==> src/common/afac_defs.svh <==
`ifndef AFAC_DEFS_SVH
`define AFAC_DEFS_SVH

`define AFAC_CLK_MHZ 200
`define AFAC_CLK_PS 5000
`define AFAC_ROW_W 16
`define AFAC_COL_W 2
`define AFAC_ADDR_W 18
`define AFAC_DATA_W 16
`define AFAC_CNT_W 17

// times as printed
`define AFAC_TPU_US 450
`define AFAC_TROW_NS 110
`define AFAC_TWP_NS 16
`define AFAC_TASP_NS 8
`define AFAC_TAAP_NS 25
`define AFAC_TCOL_NS 10
`define AFAC_TPC_NS 55

// least times, rounded up to whole cycles
`define AFAC_NS2CYC(ns) (((ns) * 1000 + `AFAC_CLK_PS - 1) / `AFAC_CLK_PS)
`define AFAC_TPU_CYC (`AFAC_TPU_US * `AFAC_CLK_MHZ)
`define AFAC_ROW_CYC `AFAC_NS2CYC(`AFAC_TROW_NS)
`define AFAC_WP_CYC `AFAC_NS2CYC(`AFAC_TWP_NS)
`define AFAC_ASP_CYC `AFAC_NS2CYC(`AFAC_TASP_NS)
`define AFAC_PRD_CYC `AFAC_NS2CYC(`AFAC_TAAP_NS)
`define AFAC_COL_CYC `AFAC_NS2CYC(`AFAC_TCOL_NS)
`define AFAC_PC_CYC `AFAC_NS2CYC(`AFAC_TPC_NS)

`endif

==> src/common/afac_pkg.sv <==
`include "afac_defs.svh"

package afac_pkg;

  typedef enum logic [6:0] {
    AFAC_PWRUP = 7'h01,
    AFAC_IDLE = 7'h02,
    AFAC_ACT = 7'h04,
    AFAC_WPULSE = 7'h08,
    AFAC_OPEN = 7'h10,
    AFAC_PSETUP = 7'h20,
    AFAC_PRE = 7'h40
  } afac_state_t;

  typedef struct packed {
    afac_state_t st;
    logic [`AFAC_CNT_W-1:0] cnt;
    logic wr;
    logic ce_n;
    logic we_n;
    logic oe_n;
    logic ub_n;
    logic lb_n;
    logic [`AFAC_ADDR_W-1:0] addr;
    logic [`AFAC_DATA_W-1:0] dq;
    logic dq_oe;
    logic [`AFAC_DATA_W-1:0] rdata;
    logic rvalid;
    logic ack;
    logic ready;
  } afac_regs_t;

endpackage : afac_pkg

==> src/logic/afac_ctrl.sv <==
`timescale 1ns/1ps
`include "afac_defs.svh"
module afac_ctrl
  import afac_pkg::*;
#(
  parameter int PU_CYCLES = `AFAC_TPU_CYC
) (
  input wire logic clk_in,
  input wire logic resetn_in,
  input wire logic req_in,
  input wire logic wr_in,
  input wire logic [`AFAC_ADDR_W-1:0] addr_in,
  input wire logic [`AFAC_DATA_W-1:0] wdata_in,
  input wire logic [1:0] be_in,
  input wire logic hold_page_in,
  input wire logic [`AFAC_DATA_W-1:0] dq_in,
  output logic ready_out,
  output logic ack_out,
  output logic [`AFAC_DATA_W-1:0] rdata_out,
  output logic rvalid_out,
  output logic chip_select_n_out,
  output logic write_strobe_n_out,
  output logic output_enable_n_out,
  output logic upper_byte_mask_n_out,
  output logic lower_byte_mask_n_out,
  output logic [`AFAC_ADDR_W-1:0] addr_out,
  output logic [`AFAC_DATA_W-1:0] dq_out,
  output logic dq_oe_out
);

  localparam int CW = `AFAC_CNT_W;
  localparam logic [CW-1:0] PU_LAST = CW'(PU_CYCLES - 1);
  localparam logic [CW-1:0] ROW_LAST = CW'(`AFAC_ROW_CYC - 1);
  localparam logic [CW-1:0] WP_LAST = CW'(`AFAC_WP_CYC - 1);
  localparam logic [CW-1:0] ASP_LAST = CW'(`AFAC_ASP_CYC - 1);
  localparam logic [CW-1:0] PRD_LAST = CW'(`AFAC_PRD_CYC - 1);
  localparam logic [CW-1:0] PC_LAST = CW'(`AFAC_PC_CYC - 1);
  localparam logic [CW-1:0] CNT_ONE = CW'(1);

  afac_regs_t q;
  afac_regs_t d;

  function automatic logic same_row(input logic [`AFAC_ADDR_W-1:0] a,
                                    input logic [`AFAC_ADDR_W-1:0] b);
    same_row = (a[`AFAC_ADDR_W-1:`AFAC_COL_W] == b[`AFAC_ADDR_W-1:`AFAC_COL_W]);
  endfunction : same_row

  always_comb begin
    d = q;
    d.rvalid = 1'b0;
    d.ack = 1'b0;
    d.cnt = q.cnt + CNT_ONE;
    case (q.st)
      AFAC_PWRUP: begin
        if (q.cnt == PU_LAST) begin
          d.st = AFAC_IDLE;
          d.ready = 1'b1;
        end
      end
      AFAC_IDLE: begin
        if (req_in) begin
          d.addr = addr_in;
          d.ub_n = ~be_in[1];
          d.lb_n = ~be_in[0];
          d.wr = wr_in;
          d.dq = wdata_in;
          d.dq_oe = wr_in;
          d.oe_n = wr_in;
          d.ce_n = 1'b0;
          d.ready = 1'b0;
          d.ack = 1'b1;
          d.cnt = '0;
          d.st = AFAC_ACT;
        end
      end
      AFAC_ACT: begin
        if (q.cnt == ROW_LAST) begin
          d.cnt = '0;
          if (q.wr) begin
            d.we_n = 1'b0;
            d.st = AFAC_WPULSE;
          end else begin
            d.rdata = dq_in;
            d.rvalid = 1'b1;
            d.ready = 1'b1;
            d.st = AFAC_OPEN;
          end
        end
      end
      AFAC_WPULSE: begin
        if (q.cnt == WP_LAST) begin
          d.we_n = 1'b1;
          d.ready = 1'b1;
          d.st = AFAC_OPEN;
        end
      end
      AFAC_OPEN: begin
        // data held one cycle past the strobe rise
        d.dq_oe = 1'b0;
        d.oe_n = 1'b0;
        d.cnt = '0;
        if (req_in && same_row(addr_in, q.addr)) begin
          d.addr = addr_in;
          d.ub_n = ~be_in[1];
          d.lb_n = ~be_in[0];
          d.wr = wr_in;
          d.dq = wdata_in;
          d.dq_oe = wr_in;
          d.oe_n = wr_in;
          d.ready = 1'b0;
          d.ack = 1'b1;
          d.st = AFAC_PSETUP;
        end else if (req_in || !hold_page_in) begin
          d.ce_n = 1'b1;
          d.oe_n = 1'b1;
          d.ready = 1'b0;
          d.st = AFAC_PRE;
        end
      end
      AFAC_PSETUP: begin
        if (q.wr && q.cnt == ASP_LAST) begin
          d.we_n = 1'b0;
          d.cnt = '0;
          d.st = AFAC_WPULSE;
        end else if (!q.wr && q.cnt == PRD_LAST) begin
          d.rdata = dq_in;
          d.rvalid = 1'b1;
          d.ready = 1'b1;
          d.st = AFAC_OPEN;
        end
      end
      AFAC_PRE: begin
        if (q.cnt == PC_LAST) begin
          d.ready = 1'b1;
          d.st = AFAC_IDLE;
        end
      end
      default: begin
        d.st = AFAC_PRE;
        d.ce_n = 1'b1;
        d.we_n = 1'b1;
        d.oe_n = 1'b1;
        d.dq_oe = 1'b0;
        d.ready = 1'b0;
        d.cnt = '0;
      end
    endcase
  end

  always_ff @(posedge clk_in or negedge resetn_in) begin
    if (!resetn_in) begin
      q <= '{st: AFAC_PWRUP, cnt: '0, wr: 1'b0, ce_n: 1'b1, we_n: 1'b1, oe_n: 1'b1,
             ub_n: 1'b1, lb_n: 1'b1, addr: '0, dq: '0, dq_oe: 1'b0, rdata: '0,
             rvalid: 1'b0, ack: 1'b0, ready: 1'b0};
    end else begin
      q <= d;
    end
  end

  assign ready_out = q.ready;
  assign ack_out = q.ack;
  assign rdata_out = q.rdata;
  assign rvalid_out = q.rvalid;
  assign chip_select_n_out = q.ce_n;
  assign write_strobe_n_out = q.we_n;
  assign output_enable_n_out = q.oe_n;
  assign upper_byte_mask_n_out = q.ub_n;
  assign lower_byte_mask_n_out = q.lb_n;
  assign addr_out = q.addr;
  assign dq_out = q.dq;
  assign dq_oe_out = q.dq_oe;

  // helper: cycles since reset, saturating
  logic [CW-1:0] since_rst_q;
  always_ff @(posedge clk_in or negedge resetn_in) begin
    if (!resetn_in) begin
      since_rst_q <= '0;
    end else if (since_rst_q != PU_LAST) begin
      since_rst_q <= since_rst_q + CNT_ONE;
    end
  end
endmodule : afac_ctrl

==> config.mk <==
export PLATFORM = sky130hd
export DESIGN_NAME = afac_ctrl
export DESIGN_NICKNAME = d
export VERILOG_FILES = /design/src/common/afac_pkg.sv /design/src/logic/afac_ctrl.sv
export VERILOG_INCLUDE_DIRS = /design/src /design/src/common
export SDC_FILE = /design/constraint.sdc
export NUM_CORES = 1
export LEC_CHECK = 0
export BUFFER_PORTS_ARGS = -buffer_cell sky130_fd_sc_hd__buf_2
export CAP_MARGIN = 5
export CORE_UTILIZATION = 57
export CTS_CLUSTER_SIZE = 14
export DETAILED_ROUTE_END_ITERATION = 6
export GPL_TIMING_DRIVEN = 0
export PLACE_DENSITY = 0.85
export SLEW_MARGIN = 20
export SYNTH_ARGS = -nofsm -noshare
export SYNTH_HDL_FRONTEND = slang
export SYNTH_SLANG_ARGS = --single-unit
==> constraint.sdc <==
create_clock -name clk_in -period 5.3 [get_ports clk_in]
set_input_delay 1.06 -clock clk_in [delete_from_list [all_inputs] [get_ports clk_in]]
set_output_delay 1.06 -clock clk_in [all_outputs]
set_load 0.05 [all_outputs]
# Word-level counts from Yosys, hierarchy flattened
# Index checks and enable logic that the tools add are counted.
dict set report word_totals {
  word_cells 114
  regBits 84
  out_inout_bits 59
  inputBits 57
}
dict set report op_classes {
  bitwise 4
  muxes 47
  n_reduce_logical 18
  n_eq_ne 29
  n_addsub 1
}
# op count
set op_table {}
lappend op_table {{2-to-1 mux 17 bit} 5}
lappend op_table {{case mux 36 bit (2 select lines)} 1}
lappend op_table {{case mux 17 bit (4 select lines)} 1}
lappend op_table {{2-to-1 mux 7 bit} 7}
lappend op_table {{case mux 7 bit (7 select lines)} 1}
lappend op_table {{2-to-1 mux 38 bit} 1}
lappend op_table {{2-to-1 mux 37 bit} 1}
lappend op_table {{case mux 17 bit (2 select lines)} 1}
lappend op_table {{2-to-1 mux 26 bit} 1}
lappend op_table {{!= test 2 bit (second input constant)} 13}
lappend op_table {{2-to-1 mux 24 bit} 1}
lappend op_table {{2-to-1 mux 1 bit} 18}
lappend op_table {{adder 17 x 1 -> 17 bit (second input constant)} 1}
lappend op_table {{== test 17 x 1 -> 1 bit (second input constant)} 1}
lappend op_table {{== test 17 bit (second input constant)} 1}
lappend op_table {{== test 17 x 2 -> 1 bit (second input constant)} 1}
lappend op_table {{== test 17 x 3 -> 1 bit (second input constant)} 1}
lappend op_table {{== test 17 x 4 -> 1 bit (second input constant)} 1}
lappend op_table {{== test 17 x 5 -> 1 bit (second input constant)} 1}
lappend op_table {{== test 16 bit} 1}
lappend op_table {{AND reduction 5 bit} 2}
lappend op_table {{case mux 1 bit (3 select lines)} 3}
lappend op_table {{AND reduction 9 bit} 1}
lappend op_table {{== test 7 x 1 -> 1 bit (second input constant)} 1}
lappend op_table {{24 further kinds} 33}

# Longest topological paths before layout
dict set report logic_depth {
  word_depth 5
  depth_mapped 9
  ltp_nobuf 8
}

# Worst setup path after synthesis
# OpenSTA, ideal clock, no wires.
dict set report synth_path {
  path_kind {input -> register}
  startpoint {in addr_in[8]}
  endpoint {reg q (netlist bit dq_out[3])}
  required_ns 5.175
  arrival_time_ns 2.617
  slack_ns 2.558
  setup_ns 0.125
  stages 8
  n_path_buf 2
  path_cell_list {xnor2_1 nand4_1 nor4_1 nand3_1 nand2_1 buf_2 buf_2 mux2_2}
}
dict set report synth_between {
  elab_chain_len 4
}
# element line_no
set synth_lines {}
lappend synth_lines {{from (decl)} afac_ctrl.sv:12} ;# input wire logic [`AFAC_ADDR_W-1:0] addr_in,
lappend synth_lines {{== test 16 bit} afac_ctrl.sv:45} ;# same_row = (a[`AFAC_ADDR_W-1:`AFAC_COL_W] == b[`AFAC_ADDR_W-1:`AFAC_COL_W]);
lappend synth_lines {{logical AND 1 bit} afac_ctrl.sv:102} ;# if (req_in && same_row(addr_in, q.addr)) begin
lappend synth_lines {{!= test 2 bit (no source line)} n/a}
lappend synth_lines {{AND reduction 3 bit (no source line)} n/a}
lappend synth_lines {{to (signal assigned)} afac_ctrl.sv:152} ;# q <= '{st: AFAC_PWRUP, cnt: '0, wr: 1'b0, ce_n: 1'b1, we_n: 1'b1, oe_n: 1'b1,
lappend synth_lines {{to (decl)} afac_ctrl.sv:40} ;# afac_regs_t q;
# No other way between the ends.
# A chain may end at the register's enable or synchronous reset.

# Final worst setup path
dict set report layout_path {
  startpoint {in addr_in[16]}
  endpoint {reg q (netlist bit addr_out[12])}
}
# Same word-level chain as after synthesis.

==> results.cfg <==
[cts]
post_cts_buffers = 0
cts.repair.resized = 0
h-tree-depth = 3
clk_latency_ps = 360
cts_tree = built
cts.root.buffer_cell = clkbuf_8
cts-hold-fix-buffers = 0
clk_pin_slew_worst_paths_ps = 80
cts_buffer_depth = 2
clkSinkCount = 84
cts-buffers-inserted = 9

[floorplan]
die_x_um = 90
rows = 31
die_area_sq_mm = 0.00810
pin_count = 116
core-area_sq_mm = 0.00737
die_h_um = 90
initial_core_util_pct = 59.9

[worst_setup_path]
max_stage_delay_ps = 480
cp_cell_sequence = buf_2 -> xnor2_1 -> nand4_1 -> nor4_1 -> nand3_1 -> nand2_1 -> buf_2 -> buf_2 -> mux2_2
cpMostUsedCell = buf_2
r2r.worst_path.cells = 8
crit_arrival_ps = 3200
r2r_start = q[79]
cp-end-kind = register
reg2reg_slack_ps = 2680
crit_fanout = 10
reg2reg_to = addr_out[12]
cp_slowest_cell = nor4_1
required_ps = 5540
crit_type = in -> reg
start_kind = input pin

[synth]
synth_top_flop_cell = dfrtp_1
synth_top_area_cell = dfrtp_1
synthesis.nets = 466
synth_edf_count = 0
ys_ff_latch = 84
syn_area_sq_mm = 0.00441
avgSynthCellArea_sq_um = 10.9
yosys-top-cells-area = dfrtp_1 44%, mux2_2 13%, buf_4 8.7%
synth_top_cell_area_share_pct = 44.2
yosysSeqAreaShare_pct = 47.8
synthArstFlopShare_pct = 100
synthCells = 405
ys_types = 49
yosys_warnings = 0

[sta]
period_share_pct = 55.8
rsz0062_at_grt = false
setup_tns_ps = 0
relSlewSlack_pct = 62.2
finClkSkew_ps = 16.8
tightest_slew_ps = 563
fin_crit_ps = 2960
finalSetupViolCount = 0
slew_violations = 0
fmax_ghz = 0.338
timing.hold.ws_ps = 473
hold_viol = 0

[cells_and_area]
layout.nets = 593
area_growth_pct = 21.0
fin_area_sq_mm = 0.00534
drive_gt1_share_pct = 47.7
diodes = 0

[global_routing]
top_usage_layer = met2
grt_max_degree = 61
grt_use_total_pct = 23.8
grt_pass1_vias = 3452
grt_first_pass_wirelength_mm = 15.7
gr-usage-met1_pct = 29.3
gr-usage-met2_pct = 41.7
use_met3_pct = 4.82
antenna_found_initial = 0
grt_overflow = 0

[routing]
final_antenna_net_count = 0
vias = 3331
vias_per_cell = 5.24
first_iter_violations = 159
drc = 0
wl_per_cell_um = 14.3
drt_wl_total_mm = 9.08
firstDrtPassIters = 4

[pwr]
p_total_uw = 2950
p_leak_uw = 0.00256
intPower_uw = 1620
p_sw_share_pct = 44.9
seqPwrFrac_pct = 32.4
pwr-share-comb_pct = 51.9
p_switching_uw = 1320
clockPowerShare_pct = 15.7
p_per_area_mw_per_mm2 = 552
ir_drop_mv = 0.460

[min_path]
hp-start = lower_byte_mask_n_out
min_to = lower_byte_mask_n_out
holdCritPathClass = reg -> reg
whs_path_depth = 2

[run]
maxCapViolCount = 0

[placed_design]
io_buffers = 115
place_congestion = 0.849
place_area_sq_mm = 0.00514
hpwl_mm = 6.89

[run_status]
status = finished clean
==> metrics by stage <==
stage,setup slack (ps),util (%),cells
floorplan,2560,-,405
global placement,2120,69.4,619
detailed placement,1990,69.8,620
CTS,2350,72.5,636
global route,2200,72.5,636
finish,2340,72.5,636
==> final cells by class <==
cell class / instances / area (sq um)
buffer: 65 / 452
clock buffer: 10 / 128
clock inverter: 6 / 71.3
fill: 546 / 2030
inverter: 8 / 30.0
multi-input combinational: 248 / 1820
sequential: 84 / 2110
tap: 99 / 124
timing repair buffer: 116 / 606
==> how the worst max path moves through the flow <==
stage | cells past startpoint | startpoint | slack (ps) | endpoint
2_1_floorplan | 8 | addr_in[8] | 2560 | dq_out[3]
3_3_place_gp | 9 | addr_in[16] | 2120 | dq_out[4]
3_5_place_dp | 9 | addr_in[16] | 1990 | dq_out[7]
4_1_cts | 9 | addr_in[16] | 2350 | addr_out[12]
5_1_grt | 9 | addr_in[16] | 2200 | dq_out[7]
6_report | 9 | addr_in[16] | 2340 | addr_out[12]
==> power by group through the flow <==
stage	combinational, uW	clock, uW	sequential, uW
final	1530	463	957
after global routing	1610	502	982
after CTS	1540	472	957
after detailed placement	1530	0	970
after global placement	1500	0	952
after floorplan	1170	0	1020
==> state kept, by name, indices dropped and copies added, names as in the netlist, 16 cells and up <==
register	cells
q	25
addr_out	18
dq_out	16
rdata_out	16
==> cell usage after synthesis (6+ instances only) <==
| cell type | instances |
|---|---|
| dfrtp_1 | 78 |
| nand2_1 | 24 |
| buf_2 | 7 |
| nand4_1 | 11 |
| mux2_2 | 50 |
| nor3_1 | 10 |
| nor2_1 | 30 |
| o21ai_0 | 8 |
| xnor2_1 | 21 |
| inv_1 | 8 |
| nor4_1 | 7 |
| clkbuf_1 | 6 |
| xor2_1 | 13 |
| buf_4 | 51 |
| dfstp_2 | 6 |
| nand3_1 | 15 |
==> metal layers <==
layer  vias to the layer above  part of all wire, %
li1                       1618                    -
met1                      1574                   41
met2                       115                   51
met3                        24                  5.2
met4                         0                  2.3
met5                         -                    0
==> logic make-up (layout without fill, tap and decap cells) <==
group | after synthesis | in the layout | share of synthesized area (%)
AND/OR/NAND/NOR | 125 | 125 | 15.1
flip-flops | 84 | 84 | 47.8
buffers and inverters | 73 | 205 | 10.9
multiplexers | 52 | 52 | 13.2
XOR/XNOR | 34 | 34 | 6.75
AO/OA/AOI/OAI | 33 | 33 | 5.13
adder cells (fa/ha/maj) | 4 | 4 | 1.13
==> worst max-delay path: cells and delay by family <==
kind | cells | cell delay, ps
and+or+nand+nor | 4 | 970
xor gates and xnor gates | 1 | 150
muxes | 1 | 370
buffers and inverters | 3 | 640
==> cell usage in the layout (no fill, tap or decap), drive strengths merged, types with 2 or more instances in the layout <==
cell      count
mux2i         2
o21ai        10
dfstp         6
or4           4
nand2        24
xnor2        21
nand3        15
a21oi         3
ha            4
mux2         50
inv          10
xor2         13
clkinvlp      2
o211ai        4
nor4          7
dfrtp        78
nor2         30
buf         175
nand3b        3
nand4b        4
nor2b         4
a21o          2
a31oi         4
nand4        11
and3          4
clkbuf       16
nor3         12
No activity file was read; power rests on OpenSTA's default activity.
